[src/logic/lccf_cfg.svh]
// Functional notes
// - Bits 31 to 23 read zero, ignore writes.
// - Bits 19-11 and 8-0 read zero.
// - Source bit one: external input rolls timer.
// - Source bit zero: roll after 3072 ticks.
// - Generator on and root: send cycle start.
// - Generator off: received cycle starts resync timer.
// - Overlong flag setting clears generator enable.
// - Generator set ignored while overlong flag set.
// - Count enable on: offset advances each tick.
// - Count enable off: offset holds, except on a received cycle start resync.
// - PHY packets stored only if accepted, context on.
// - PHY accept bit never affects self-ID packets.
// - Self-ID accept bit governs self-ID packet reception.
// - Set at lower, clear at higher address.
// - Set write sets bits written as one.
// - Clear write clears bits written as one.
`ifndef LCCF_CFG_SVH
`define LCCF_CFG_SVH

`define LCCF_ADDR_SET 8'hE0
`define LCCF_ADDR_CLEAR 8'hE4
`define LCCF_BIT_SOURCE 22
`define LCCF_BIT_GENERATOR 21
`define LCCF_BIT_COUNT 20
`define LCCF_BIT_PHY_ACCEPT 10
`define LCCF_BIT_SELFID_ACCEPT 9
`define LCCF_CTRL_MASK 32'h0070_0600
`define LCCF_CTRL_RESET 32'h0000_0000
`define LCCF_CYCLE_PERIOD 3072

`endif

[src/logic/lccf_pkg.sv]
package lccf_pkg;

	typedef struct packed {
		logic rollover_source_select;
		logic cycle_start_generator_enable;
		logic cycle_offset_count_enable;
		logic phy_packet_accept;
		logic self_identification_accept;
		logic wr_pend;
		logic wr_clear;
		logic [31:0] hrdata;
		logic hreadyout;
		logic flag_seen;
		logic cycle_start_tx;
		logic phy_store;
		logic phy_discard;
		logic selfid_store;
		logic selfid_discard;
	} lccf_state_s;

	typedef struct packed {
		logic [11:0] offset;
		logic ext_s1;
		logic ext_s2;
		logic ext_s3;
		logic rollover;
	} lccf_timer_s;

endpackage : lccf_pkg

[src/logic/lccf_cycle_timer.sv]
`include "lccf_cfg.svh"

module lccf_cycle_timer
	import lccf_pkg::*;
#(
	parameter int PERIOD = `LCCF_CYCLE_PERIOD
)
(
	input wire logic clk,
	input wire logic reset,
	input wire logic cycle_tick,
	input wire logic count_enable,
	input wire logic source_select,
	input wire logic external_cycle_input,
	input wire logic load_valid,
	input wire logic [11:0] load_offset,
	output logic [11:0] offset,
	output logic rollover
);

	localparam logic [11:0] LAST = 12'(PERIOD - 1);

	if (PERIOD < 2 || PERIOD > 4096)
	begin : g_period_check
		$error("PERIOD must fit a 12-bit offset counter.");
	end

	lccf_timer_s st;
	lccf_timer_s next_st;
	logic ext_edge;

	always_comb
	begin
		next_st = st;
		next_st.rollover = 1'b0;
		next_st.ext_s1 = external_cycle_input;
		next_st.ext_s2 = st.ext_s1;
		next_st.ext_s3 = st.ext_s2;
		ext_edge = st.ext_s2 && !st.ext_s3;
		if (load_valid)
		begin
			next_st.offset = load_offset;
		end
		else if (count_enable)
		begin
			if (source_select)
			begin
				// The external edge wins over the tick so no edge is missed.
				if (ext_edge)
				begin
					next_st.offset = 12'h000;
					next_st.rollover = 1'b1;
				end
				else if (cycle_tick)
					next_st.offset = st.offset + 12'h001;
			end
			else if (cycle_tick)
			begin
				if (st.offset >= LAST)
				begin
					next_st.offset = 12'h000;
					next_st.rollover = 1'b1;
				end
				else
					next_st.offset = st.offset + 12'h001;
			end
		end
	end

	always_ff @(posedge clk or posedge reset)
	begin
		if (reset)
			st <= '0;
		else
			st <= next_st;
	end

	assign offset = st.offset;
	assign rollover = st.rollover;

endmodule : lccf_cycle_timer

[src/logic/lccf_top.sv]
`include "lccf_cfg.svh"

module lccf_top
	import lccf_pkg::*;
#(
	parameter int PERIOD = `LCCF_CYCLE_PERIOD
)
(
	input wire logic CLK,
	input wire logic RESET,
	input wire logic HSEL,
	input wire logic [31:0] HADDR,
	input wire logic [1:0] HTRANS,
	input wire logic HWRITE,
	input wire logic [2:0] HSIZE,
	input wire logic [31:0] HWDATA,
	input wire logic HREADY,
	output logic [31:0] HRDATA,
	output logic HREADYOUT,
	output logic HRESP,
	input wire logic CYCLE_TICK,
	input wire logic EXTERNAL_CYCLE_INPUT,
	input wire logic IS_ROOT,
	input wire logic OVERLONG_CYCLE_FLAG,
	input wire logic RX_CYCLE_START_VALID,
	input wire logic [11:0] RX_CYCLE_START_OFFSET,
	input wire logic ASYNCHRONOUS_RECEIVE_REQ_ENABLE,
	input wire logic PHY_PACKET_VALID,
	input wire logic SELF_ID_PACKET_VALID,
	output logic [11:0] CYCLE_OFFSET,
	output logic CYCLE_START_TX,
	output logic PHY_PACKET_STORE,
	output logic PHY_PACKET_DISCARD,
	output logic SELF_ID_PACKET_STORE,
	output logic SELF_ID_PACKET_DISCARD
);

	lccf_state_s st;
	lccf_state_s next_st;
	logic addr_take;
	logic rx_load;
	logic rollover;
	logic [11:0] offset;
	logic [31:0] ctrl_vec;
	logic [31:0] next_ctrl_vec;
	logic [31:0] wmask;

	function automatic logic [31:0] pack_ctrl(input lccf_state_s s);
		logic [31:0] v;
		v = `LCCF_CTRL_RESET;
		v[`LCCF_BIT_SOURCE] = s.rollover_source_select;
		v[`LCCF_BIT_GENERATOR] = s.cycle_start_generator_enable;
		v[`LCCF_BIT_COUNT] = s.cycle_offset_count_enable;
		v[`LCCF_BIT_PHY_ACCEPT] = s.phy_packet_accept;
		v[`LCCF_BIT_SELFID_ACCEPT] = s.self_identification_accept;
		return v;
	endfunction : pack_ctrl

	assign ctrl_vec = pack_ctrl(st);
	assign addr_take = HSEL && HREADY && HTRANS[1];
	// A received cycle start only steers the timer when this node does not generate them.
	assign rx_load = RX_CYCLE_START_VALID && !st.cycle_start_generator_enable;

	// The offset counter is twelve bits wide, so a longer period cannot be represented.
	if (PERIOD < 2 || PERIOD > 4096)
	begin : g_period_check
		$error("PERIOD must fit a 12-bit offset counter.");
	end

	always_comb
	begin
		next_st = st;
		next_st.hreadyout = 1'b1;
		next_st.wr_pend = 1'b0;
		// Reserved bits are masked off, so writes to them have no effect.
		wmask = HWDATA & `LCCF_CTRL_MASK;
		if (st.wr_pend)
		begin
			if (st.wr_clear)
			begin
				if (wmask[`LCCF_BIT_SOURCE])
					next_st.rollover_source_select = 1'b0;
				if (wmask[`LCCF_BIT_GENERATOR])
					next_st.cycle_start_generator_enable = 1'b0;
				if (wmask[`LCCF_BIT_COUNT])
					next_st.cycle_offset_count_enable = 1'b0;
				if (wmask[`LCCF_BIT_PHY_ACCEPT])
					next_st.phy_packet_accept = 1'b0;
				if (wmask[`LCCF_BIT_SELFID_ACCEPT])
					next_st.self_identification_accept = 1'b0;
			end
			else
			begin
				if (wmask[`LCCF_BIT_SOURCE])
					next_st.rollover_source_select = 1'b1;
				if (wmask[`LCCF_BIT_GENERATOR] && !OVERLONG_CYCLE_FLAG)
					next_st.cycle_start_generator_enable = 1'b1;
				if (wmask[`LCCF_BIT_COUNT])
					next_st.cycle_offset_count_enable = 1'b1;
				if (wmask[`LCCF_BIT_PHY_ACCEPT])
					next_st.phy_packet_accept = 1'b1;
				if (wmask[`LCCF_BIT_SELFID_ACCEPT])
					next_st.self_identification_accept = 1'b1;
			end
		end
		next_st.flag_seen = OVERLONG_CYCLE_FLAG;
		if (OVERLONG_CYCLE_FLAG && !st.flag_seen)
			next_st.cycle_start_generator_enable = 1'b0;
		next_ctrl_vec = pack_ctrl(next_st);
		if (addr_take)
		begin
			next_st.hrdata = 32'h0000_0000;
			if (HADDR[7:0] == `LCCF_ADDR_SET || HADDR[7:0] == `LCCF_ADDR_CLEAR)
			begin
				// Reading through the next value keeps a read right after a write coherent.
				if (!HWRITE)
					next_st.hrdata = next_ctrl_vec;
				else
				begin
					next_st.wr_pend = 1'b1;
					next_st.wr_clear = (HADDR[7:0] == `LCCF_ADDR_CLEAR);
				end
			end
		end
		next_st.cycle_start_tx = rollover && st.cycle_start_generator_enable && IS_ROOT;
		next_st.phy_store = PHY_PACKET_VALID && st.phy_packet_accept
			&& ASYNCHRONOUS_RECEIVE_REQ_ENABLE;
		next_st.phy_discard = PHY_PACKET_VALID && !(st.phy_packet_accept
			&& ASYNCHRONOUS_RECEIVE_REQ_ENABLE);
		next_st.selfid_store = SELF_ID_PACKET_VALID && st.self_identification_accept;
		next_st.selfid_discard = SELF_ID_PACKET_VALID && !st.self_identification_accept;
	end

	always_ff @(posedge CLK or posedge RESET)
	begin
		if (RESET)
		begin
			st <= '0;
			st.hreadyout <= 1'b1;
		end
		else
			st <= next_st;
	end

	lccf_cycle_timer #(
		.PERIOD(PERIOD)
	) u_timer (
		.clk(CLK),
		.reset(RESET),
		.cycle_tick(CYCLE_TICK),
		.count_enable(st.cycle_offset_count_enable),
		.source_select(st.rollover_source_select),
		.external_cycle_input(EXTERNAL_CYCLE_INPUT),
		.load_valid(rx_load),
		.load_offset(RX_CYCLE_START_OFFSET),
		.offset(offset),
		.rollover(rollover)
	);

	assign HRDATA = st.hrdata;
	assign HREADYOUT = st.hreadyout;
	assign HRESP = 1'b0;
	assign CYCLE_OFFSET = offset;
	assign CYCLE_START_TX = st.cycle_start_tx;
	assign PHY_PACKET_STORE = st.phy_store;
	assign PHY_PACKET_DISCARD = st.phy_discard;
	assign SELF_ID_PACKET_STORE = st.selfid_store;
	assign SELF_ID_PACKET_DISCARD = st.selfid_discard;
endmodule : lccf_top
[config.mk]
export PLATFORM = sky130hd
export DESIGN_NAME = lccf_top
export DESIGN_NICKNAME = d
export VERILOG_FILES = /design/src/logic/lccf_pkg.sv /design/src/logic/lccf_cycle_timer.sv /design/src/logic/lccf_top.sv
export VERILOG_INCLUDE_DIRS = /design/src /design/src/logic
export SDC_FILE = /design/constraint.sdc
export NUM_CORES = 1
export LEC_CHECK = 0
export BUFFER_PORTS_ARGS = -buffer_cell sky130_fd_sc_hd__buf_2
export CORE_MARGIN = 10
export CORE_UTILIZATION = 43
export DETAILED_ROUTE_END_ITERATION = 10
export GPL_TIMING_DRIVEN = 0
export PLACE_DENSITY_LB_ADDON = 0.05
export SYNTH_ARGS = -nofsm -noshare
export SYNTH_HDL_FRONTEND = slang
export SYNTH_SLANG_ARGS = --single-unit
[constraint.sdc]
create_clock -name CLK -period 4.8 [get_ports CLK]
set_input_delay 0.72 -clock CLK [delete_from_list [all_inputs] [get_ports CLK]]
set_output_delay 0.72 -clock CLK [all_outputs]
set_load 0.005 [all_outputs]
==> results of run 1 <==
==> cells in the final DEF (no fill, tap or decap), types with 2 or more instances in the layout <==
cell type,n
nand4_1,2
o21ai_0,10
buf_4,46
a31oi_1,2
nand2_1,17
or4_1,3
a221o_1,7
buf_2,61
conb_1,29
a21oi_1,10
nor3_1,4
nor2_1,2
nor4_1,2
nand3_1,6
dfrtp_1,34
nor4_2,2
inv_1,4
a21o_1,2
a22o_1,5
clkbuf_8,6
or3_1,4
and3_1,4
==> registers in the layout, summed over array words and instances (netlist names) <==
| name | flops |
|---|---|
| u_timer.rollover | 1 |
| HRDATA | 5 |
| PHY_PACKET_STORE | 1 |
| SELF_ID_PACKET_STORE | 1 |
| CYCLE_START_TX | 1 |
| SELF_ID_PACKET_DISCARD | 1 |
| PHY_PACKET_DISCARD | 1 |
| u_timer.next_st | 2 |
| st | 3 |
| u_timer.offset | 12 |
| u_timer.st | 1 |
| ctrl_vec | 5 |
==> stage by stage <==
stage / cells / utilization
4_1_cts: 342 / 0.576
3_5_place_dp: 334 / 0.554
2_1_floorplan: 222 / -
5_1_grt: 343 / 0.582
3_3_place_gp: 334 / 0.554
6_report: 343 / 0.582
==> layer usage <==
layer	routed length [um]	up-vias	track usage
met2	2430	53	0.212
met3	350	0	0.0524
li1	-	821	-
met5	0	-	0
met1	1850	720	0.129
met4	0	0	0.0217
==> power by group <==
group          switching, mW  internal [mW]  leakage [nW]
sequential            0.0265          0.305         0.431
clock                  0.103          0.115        0.0472
combinational         0.0650         0.0849         0.862
total                  0.195          0.505          1.34
==> cell families (layout without fill, tap and decap cells) <==
logic type | count (synthesis) | count (layout) | synth area share
AOI/OAI and AO/OA | 44 | 44 | 0.167
adders and majority gates | 1 | 1 | 0.00643
buffers and inverters | 54 | 123 | 0.198
DFF | 34 | 34 | 0.438
muxes | 2 | 2 | 0.0109
other | 2 | 29 | 0.00386
and+or+nand+nor | 58 | 58 | 0.177
==> cells in the mapped netlist, types with 2 or more instances <==
cell,number,area (sq um)
a31oi_1,2,12.5
a21oi_1,10,50.1
nand2_1,17,63.8
dfrtp_1,34,851
or3_1,4,25.0
o21ai_0,10,50.1
nor2_1,2,7.51
nor3_1,4,20.0
buf_4,46,345
nor4_2,2,25.0
nor4_1,2,12.5
inv_1,5,18.8
nand3_1,6,30.0
a221o_1,7,70.1
conb_1,2,7.51
a22o_1,5,43.8
a21o_1,2,15.0
and3_1,4,25.0
nand4_1,2,12.5
or4_1,3,22.5
==> area by class of cell <==
| class | instances | area share |
|---|---|---|
| tap | 52 | 0.0257 |
| clock inverter | 2 | 0.00494 |
| timing repair buffer | 61 | 0.129 |
| clock buffer | 6 | 0.0326 |
| buffer | 49 | 0.144 |
| multi-input combinational | 134 | 0.320 |
| inverter | 5 | 0.00741 |
| sequential | 34 | 0.336 |
==> how the worst max path moves through the flow <==
| stage | to | slack [ns] | depth (start not counted) |
|---|---|---|---|
| after detailed placement | u_timer.offset[11] | 2.64 | 6 |
| after global routing | u_timer.offset[3] | 2.72 | 6 |
| after CTS | u_timer.offset[3] | 2.88 | 6 |
| after global placement | u_timer.offset[11] | 2.63 | 6 |
| final | u_timer.offset[3] | 2.87 | 6 |
| after floorplan | u_timer.offset[6] | 2.96 | 5 |
==> key figures, run 1 <==
Power and ir drop
  • Pwr per Cell Area: between 200 and 300 mW/mm^2
  • Lkg Pwr: between 1 and 1.5 nW
  • Total power: approximately 0.70 mW
  • Max IR drop VDD: 0.000221 V

Drt
  • Post-Route WL: around 4600 um
  • Detailed-route DRC error count: 0
  • DR vias/cell: 4.65
  • Iteration count of the initial detailed-routing pass: 4
  • Wire length per cell: 13.5 um
  • Iter 0 DRT Violations: 77
  • Post-DRT Antenna Nets: 0
  • DR vias: approximately 1600

Timing
  • Tightest Pin Transition: 0.570 ns
  • Clock skew: 0.00988 ns
  • Final hold vios: 0
  • Tcrit/Tclk final: 0.403
  • Post-route minimum period: 1.93 ns
  • Fmax: 0.517 GHz
  • Post-route setup slack: ~2.9 ns
  • Setup_tns: 0 ns
  • Final setup fails: 0
  • Slew headroom: 0.617
  • Worst hold slack: 0.362 ns
  • RSZ-0062 raised after global routing: false
  • Max-slew violations: 0

Cells and area
  • Final net count: 385
  • Area of the multi-input gates: between 800 and 900 sq um
  • Antenna Cells: 0
  • Fill cells: 423
  • Syn-to-layout area delta: 30.3%
  • Layout cells sized above 1: 0.430
  • Register area: about 850 sq um
  • Post-Layout Inst Area: 0.00253 sq mm

Clock tree
  • Root buffer cell: clkbuf_8
  • Htree depth: 2
  • CTS Buf Count: 5
  • Clock tree buffer depth: 2
  • Clk slew on worst S/H paths: 0.08 ns
  • Post CTS Setup Buffer Count: 0
  • Clock Latency Late Sink: ~0.28 ns
  • Resize count post-CTS: 0
  • Hold-fix buffers, CTS: 0
  • Clock sinks: 34
  • TritonCTS clock tree: built

Global route
  • GRT Total Usage: 0.119
  • Gr ovfl total: 0
  • First-pass GRT wire length: 7560 um
  • Initial antenna violation count: 0
  • Largest net degree at the start of global routing: 35
  • Vias in the first global route: 1665

Critical path
  • Critical path's top delay family: compound AO/OA/AOI/OAI gates
  • Crit path DAT: around 2.1 ns
  • CP Data Required Time: 4.97 ns
  • Critical-path top delay cell: dfrtp_1
  • Reg2Reg Launch Point: u_timer.offset[0]
  • Reg2reg path depth: 6
  • Worst-path fanout max: 8
  • Slack of the worst reg-to-reg path: 2.87 ns
  • R2R Path End: u_timer.offset[3]
  • Slowest cell delay on critical path: 0.44 ns
  • Kind of critical path: register to register
  • Worst Setup SP: u_timer.offset[0]
  • Crit path cell chain: ha_1, nand3_2, o31ai_4, a21oi_1, a21o_1, a221o_1
  • CP endpoint kind: register
  • Critical path buffer and inverter count: 0
  • Critical Path Source Type: register

Logic synthesis
  • Syn Area/Cell: 9.97 sq um
  • #FFs+latches synth: 34
  • Cell Area, Synth: 0.00194 sq mm
  • Ys async rst share: 1.00
  • Synth Warn #: 0
  • Post-synth top flop: dfrtp_1
  • EDFF count, synth: 0
  • Sequential area share after synthesis: 0.438
  • Synth unique cells: 46
  • Synth Instances: 195

Job
  • Max Cap Viol: 0

Placement
  • GP Congestion: 0.749
  • Post-detail-place hpwl: between 3000 and 4000 um
  • Buffers on Ports: 60
  • Cell Area, Placed: 0.00241 sq mm
  • Pre-CTS setup slack: approximately 2.6 ns

Floorplanning
  • Io pins: around 150
  • Die Wd: approximately 87 um
  • Die area: 0.00761 sq mm
  • FP Rows: 24
  • Initial Util: 0.447
  • Core area: 0.00435 sq mm
  • DIE HEIGHT: 87.2 um

Worst hold path
  • Tightest Hold Check Type: input pin to async pin

Run status
  • Status: completed
Power figures use the tool's default switching activity.
==> inputs of run 2 (changes only) <==
--- a/config.mk
+++ b/config.mk
@@ -6,9 +6,10 @@
 export SDC_FILE = /design/constraint.sdc
 export NUM_CORES = 1
 export LEC_CHECK = 0
+export ABC_AREA = 1
 export BUFFER_PORTS_ARGS = -buffer_cell sky130_fd_sc_hd__buf_2
 export CORE_MARGIN = 10
-export CORE_UTILIZATION = 43
+export CORE_UTILIZATION = 38
 export DETAILED_ROUTE_END_ITERATION = 10
 export GPL_TIMING_DRIVEN = 0
 export PLACE_DENSITY_LB_ADDON = 0.05
==> constraint.sdc (replaced) <==
create_clock -name CLK -period 1.6 [get_ports CLK]
set_input_delay 0.24 -clock CLK [delete_from_list [all_inputs] [get_ports CLK]]
set_output_delay 0.24 -clock CLK [all_outputs]
set_load 0.005 [all_outputs]
==> key figures, run 2 <==
Logic synthesis
  • Post-synthesis compound-gate area fraction: 0.0927
  • Mux cell area share after synthesis: 0
  • #FFs+latches synth: 34
  • Simple-gate share of the synthesized area: 0.255
  • EDFF count, synth: 0
  • Post-Synth XOR/XNOR Area: 0.0124
  • Synth Instances: 258
  • Synth unique cells: 34
  • Post-Synth Adder-Cell Area: 0.00591
  • Post-synth top area cell: dfrtp_1
  • Commonest cells post-synth: buf_4, nand2_1, dfrtp_1
  • Main combinational cell family by area after synthesis: simple AND/OR/NAND/NOR gates
  • Syn Area/Cell: 8.21 sq um
  • Most frequent cell after synthesis: buf_4
  • Post-synth top flop: dfrtp_1
  • Ys async rst share: 1.00
  • Top cell type's share of synthesized area: 0.402
  • Cell Area, Synth: 0.00212 sq mm
  • Top cells by area, synth: dfrtp_1, buf_4, nand2_1
  • Synth Warn #: 0
  • Sequential area share after synthesis: 0.402

Cells and area
  • Antenna Cells: 0
  • Most common cell after layout, fill and taps aside: buf_2
  • Final design utilization: 0.504
  • Most frequent cells in the layout: buf_2, buf_4, nand2_1
  • Fill cells: 577
  • Final net count: 450
  • Final Instance Count excl. Fillers: 427
  • Register area: 852 sq um
  • Area of the multi-input gates: 896 sq um
  • Layout cells sized above 1: 0.397
  • Max reg flops: 12
  • Syn-to-layout area delta: 30.2%

Placement
  • Post-detail-place hpwl: around 4100 um
  • Dpl cells: approximately 420
  • GP Congestion: ~0.81
  • Buffers on Ports: 60

Floorplanning
  • Core area: 0.00547 sq mm
  • Die Wd: 94.7 um
  • Initial Util: 0.387
  • DIE HEIGHT: about 95 um
  • Io pins: 145
  • Die area: 0.00896 sq mm
  • FP Rows: 27

Timing
  • Final hold vios: 0
  • Clock skew: about 0.0042 ns
  • Final setup fails: 0
  • Post-route minimum period: around 1.5 ns
  • Tightest Pin Transition: just over 0.7 ns
  • Max-slew violations: 0
  • Slew headroom: 0.528
  • Worst hold slack: 0.0589 ns
  • Fmax: about 0.68 GHz
  • RSZ-0062 raised after global routing: false
  • Setup_tns: 0 ns
  • Tcrit/Tclk final: 0.917

Global route
  • First-pass GRT wire length: roughly 8200 um
  • Initial antenna violation count: 0
  • Vias in the first global route: 1816
  • Gr ovfl total: 0
  • GRT Total Usage: 0.114
  • Largest net degree at the start of global routing: 35

Drt
  • Detailed-route DRC error count: 0
  • DR vias: roughly 1800
  • Wire length per cell: 11.7 um
  • Post-Route WL: 5010 um
  • Post-DRT Antenna Nets: 0
  • Iter 0 DRT Violations: 58
  • DR vias/cell: just over 4
  • Iteration count of the initial detailed-routing pass: 4

Worst hold path
  • Tightest Hold Check Type: input pin to register
  • Worst Hold Depth: 1

Clock tree
  • Root buffer cell: clkbuf_8
  • Clock sinks: 34
  • Htree depth: 2
  • Clock Latency Late Sink: around 0.29 ns
  • TritonCTS clock tree: built
  • CTS Buf Count: 5
  • Hold-fix buffers, CTS: 0
  • Clk slew on worst S/H paths: 0.07 ns
  • Clock tree buffer depth: 2

Critical path
  • CP endpoint kind: register
  • Reg2Reg Launch Point: u_timer.offset[0]
  • Crit path DAT: around 1.7 ns
  • Reg2reg path depth: 10
  • Slack of the worst reg-to-reg path: between 0.1 and 0.15 ns
  • Worst Setup SP: u_timer.offset[0]
  • Worst-path fanout max: 10
  • Kind of critical path: register to register
  • Critical Path Source Type: register
  • CP endpoint: u_timer.offset[9]
  • R2R Path End: u_timer.offset[9]
  • CP Data Required Time: 1.78 ns

Power and ir drop
  • Total power: 2.56 mW
  • Lkg Pwr: 1.60 nW
  • Pwr per Cell Area: 929 mW/mm^2
  • Max IR drop VDD: 0.000397 V

Job
  • Max Cap Viol: 0

Run status
  • Status: completed
==> run 2: cell count changes after synthesis, moves of 4 or more <==
cell      delta
a21oi_1     +12
a221o_1      -7
a22o_1       -5
inv_1       +19
nand2_1     +22
nand3_1      +8
nand3b_1     +5
nor2_1      +24
o21ai_0      -5
o21ai_1      +5
or3_1        -4
==> run 2: metrics by stage <==
step / setup slack, ns / instance area [sq um]
5_1_grt: 0.00124 / 2760
4_1_cts: 0.0369 / 2720
6_report: 0.132 / 2760
3_5_place_dp: 0.0548 / 2610
2_1_floorplan: 0.227 / 2220
3_3_place_gp: 0.0542 / 2610
==> run 2: repair_timing <==
action | in CTS | in global routing
endpoints found under the setup margin | 0 | 2
setup buffers | 0 | 3
gates resized for setup | 0 | 3
==> run 2: report_power, final <==
part / switching, mW / internal, mW
Combinational: 0.362 / 0.370
Clock: 0.308 / 0.498
Sequential: 0.0917 / 0.933
==> run 2: layout make-up <==
| class | instances | share of cell area |
|---|---|---|
| Clock buffer | 6 | 0.0299 |
| Multi-Input combinational cell | 173 | 0.325 |
| Sequential cell | 34 | 0.309 |
| Clock inverter | 1 | 0.0109 |
| Timing Repair Buffer | 63 | 0.117 |
| Tap cell | 72 | 0.0327 |
| Buffer | 50 | 0.137 |
| Inverter | 28 | 0.0390 |
==> run 2: critical path, cell delays in order, from the launching register on <==
cell	delay, ns
dfrtp_2	0.40
ha_2	0.19
nand2_2	0.09
nor2_8	0.14
nand3_4	0.08
nand2_4	0.10
nand2_8	0.08
nand2_2	0.08
nor2_1	0.04
nor2_1	0.09
nor2_1	0.05
==> run 2: kinds of logic after synthesis <==
family,after synthesis
AOI/OAI and AO/OA,36
xor gates and xnor gates,3
adders and majority gates,1
buffers and inverters,78
DFF,34
other,2
and+or+nand+nor,104
==> run 2: worst min path at each step <==
stage | startpoint | to | slack (ns)
detailed placement | u_timer.next_st[2] | u_timer.next_st[1] | 0.34
global placement | u_timer.next_st[2] | u_timer.next_st[1] | 0.33
finish | EXTERNAL_CYCLE_INPUT | u_timer.next_st[2] | 0.06
global route | EXTERNAL_CYCLE_INPUT | u_timer.next_st[2] | 0.05
floorplan | OVERLONG_CYCLE_FLAG | st[5] | 0.27
CTS | EXTERNAL_CYCLE_INPUT | u_timer.next_st[2] | 0.05
==> run 2: metal layers <==
layer  vias to the layer above  GRT usage  part of all wire
met5                         -          0                 0
met3                         6     0.0579              0.11
met2                        57      0.195              0.49
met1                       755      0.120              0.39
met4                         0     0.0374             0.010
li1                        939          -                 -
==> inputs of run 3 (changes only) <==
--- a/config.mk
+++ b/config.mk
@@ -9,7 +9,8 @@
 export ABC_AREA = 1
 export BUFFER_PORTS_ARGS = -buffer_cell sky130_fd_sc_hd__buf_2
 export CORE_MARGIN = 10
-export CORE_UTILIZATION = 38
+export CORE_UTILIZATION = 39
+export CTS_BUF_LIST = sky130_fd_sc_hd__clkbuf_4
 export DETAILED_ROUTE_END_ITERATION = 10
 export GPL_TIMING_DRIVEN = 0
 export PLACE_DENSITY_LB_ADDON = 0.05
==> key figures, run 3 (synthesized netlist as in run 2, its figures left out) <==
Run status
  • Status: completed

Critical path
  • R2R Path End: u_timer.offset[9]
  • CP endpoint kind: register
  • Critical path's top delay family: simple AND/OR/NAND/NOR gates
  • Worst-path fanout max: 10
  • Crit path cell chain: ha_2, nand2_2, nor2_8, nand3_4, nand2_4, nand2_4, nand2_2, nor2_1, nor2_1, nor2_1
  • CP Data Required Time: 1.83 ns
  • Kind of critical path: register to register
  • Slowest cell delay on critical path: 0.39 ns
  • Critical Path Source Type: register
  • Crit path DAT: 1.71 ns
  • Critical-path top delay cell: dfrtp_1
  • Most frequent CP cell: nor2_1
  • Reg2Reg Launch Point: u_timer.offset[0]
  • Slack of the worst reg-to-reg path: 0.12 ns
  • Reg2reg path depth: 10
  • Critical path buffer and inverter count: 0

Timing
  • Post-route minimum period: about 1.5 ns
  • Tcrit/Tclk final: 0.926
  • Clock skew: 0.00860 ns
  • Fmax: 0.675 GHz
  • Max-slew violations: 0
  • Final setup fails: 0
  • Slew headroom: 0.648
  • RSZ-0062 raised after global routing: false
  • Tightest Pin Transition: 0.525 ns
  • Setup_tns: 0 ns
  • Final hold vios: 0

Placement
  • Cell Area, Placed: ~0.0026 sq mm
  • GP Congestion: 0.840
  • Buffers on Ports: 60
  • Post-detail-place hpwl: 4020 um

Global route
  • GRT Total Usage: 0.119
  • Vias in the first global route: approximately 1800
  • First-pass GRT wire length: 8490 um
  • Largest net degree at the start of global routing: 35
  • Gr ovfl total: 0
  • Initial antenna violation count: 0

Clock tree
  • Clk slew on worst S/H paths: 0.11 ns
  • Htree depth: 2
  • Clock sinks: 34
  • TritonCTS clock tree: built
  • Clock tree buffer depth: 2
  • Clock Latency Late Sink: 0.34 ns
  • CTS Buf Count: 5
  • Root buffer cell: clkbuf_4

Worst hold path
  • Hold_sp: ASYNCHRONOUS_RECEIVE_REQ_ENABLE
  • Worst Hold Depth: 2
  • Hold EP: PHY_PACKET_DISCARD
  • Tightest Hold Check Type: input pin to register

Drt
  • DR vias/cell: approximately 4.2
  • Wire length per cell: 12.1 um
  • Iter 0 DRT Violations: 73
  • Detailed-route DRC error count: 0
  • Post-Route WL: 5180 um
  • Iteration count of the initial detailed-routing pass: 4
  • DR vias: ~1800
  • Post-DRT Antenna Nets: 0

Cells and area
  • Antenna Cells: 0
  • Fill cells: around 520
  • Syn-to-layout area delta: 30.4%
  • Most common cell after layout, fill and taps aside: buf_2
  • Final net count: 454
  • Max reg flops: 12
  • Final design utilization: 0.534
  • Layout cells sized above 1: 0.387
  • Post-Layout Inst Area: 0.00276 sq mm
  • Most frequent cells in the layout: buf_2, buf_4, nand2_1

Floorplanning
  • FP Rows: 26
  • Core area: 0.00517 sq mm
  • Io pins: 145
  • DIE HEIGHT: between 90 and 100 um
  • Die Wd: approximately 94 um
  • Die area: 0.00878 sq mm
  • Initial Util: 0.410

Job
  • Max Cap Viol: 0

Power and ir drop
  • Combinational Power Share: 0.315
  • Lkg Pwr: 1.60 nW
  • Sw Pwr: 0.748 mW
  • Max IR drop VDD: 0.000408 V
  • Pwr per Cell Area: 859 mW/mm^2
  • Total power: 2.37 mW
  • Reg power frac: 0.430
  • Switching Share: 0.315
  • Clock share of power: 0.255
  • Internal power: about 1.6 mW
run 3: changes by cell type in the layout (fill, tap and decap cells not counted), moves of 2 or more:
cell           delta
clkbuf_8          -6
dlygate4sd3_1     +3
clkinv_1          +2
clkbuf_4          +5
run 3: per-stage QoR:
| step | setup WS [ns] | instances | hold slack [ns] |
|---|---|---|---|
| final | 0.119 | 429 | 0.0837 |
| after global routing | 0.00680 | 429 | 0.0720 |
| after CTS | 0.0749 | 425 | 0.00367 |
| after detailed placement | 0.0149 | 415 | 0.336 |
| after global placement | 0.0293 | 415 | 0.331 |
| after floorplan | 0.227 | 285 | 0.271 |
run 3: final cells by class:
type | count | area (sq um) | share of cell area
timing repair buffer | 67 | 380 | 0.138
clock buffer | 5 | 37.5 | 0.0136
multi-input combinational | 173 | 887 | 0.321
inverter | 28 | 108 | 0.0390
buffer | 50 | 377 | 0.136
clock inverter | 2 | 33.8 | 0.0122
sequential | 34 | 851 | 0.308
tap | 70 | 87.6 | 0.0317
run 3: metal layers:
metal	wire length [um]	global-route usage	part of all wire
met1	2120	0.133	0.41
met2	2440	0.192	0.47
met3	555	0.0655	0.11
met4	59	0.0342	0.011
met5	0	0	0
run 3: how the worst max path moves through the flow:
stage,from,endpoint,slack [ns],cells past startpoint
floorplan,u_timer.offset[0],u_timer.offset[11],0.23,10
global placement,u_timer.offset[0],u_timer.offset[9],0.03,10
detailed placement,u_timer.offset[0],u_timer.offset[9],0.01,10
CTS,u_timer.offset[0],u_timer.offset[9],0.07,10
global route,ctrl_vec[21],u_timer.offset[1],0.007,6
finish,u_timer.offset[0],u_timer.offset[9],0.12,10
run 3: power by group through the flow:
stage / registers (mW) / logic (mW) / clock network (mW)
finish: 1.02 / 0.748 / 0.605
global route: 1.03 / 0.847 / 0.678
global placement: 1.04 / 0.697 / 0
detailed placement: 1.05 / 0.706 / 0
floorplan: 1.02 / 0.528 / 0
CTS: 1.02 / 0.736 / 0.630
run 3: repair_timing:
item | in CTS | in global routing
setup buffers | 2 | 1
hold buffers | 1 | 2
endpoints found under the hold margin | 1 | 12
pin swaps | 0 | 1
gates resized for setup | 0 | 1
setup endpoints to repair | 1 | 2
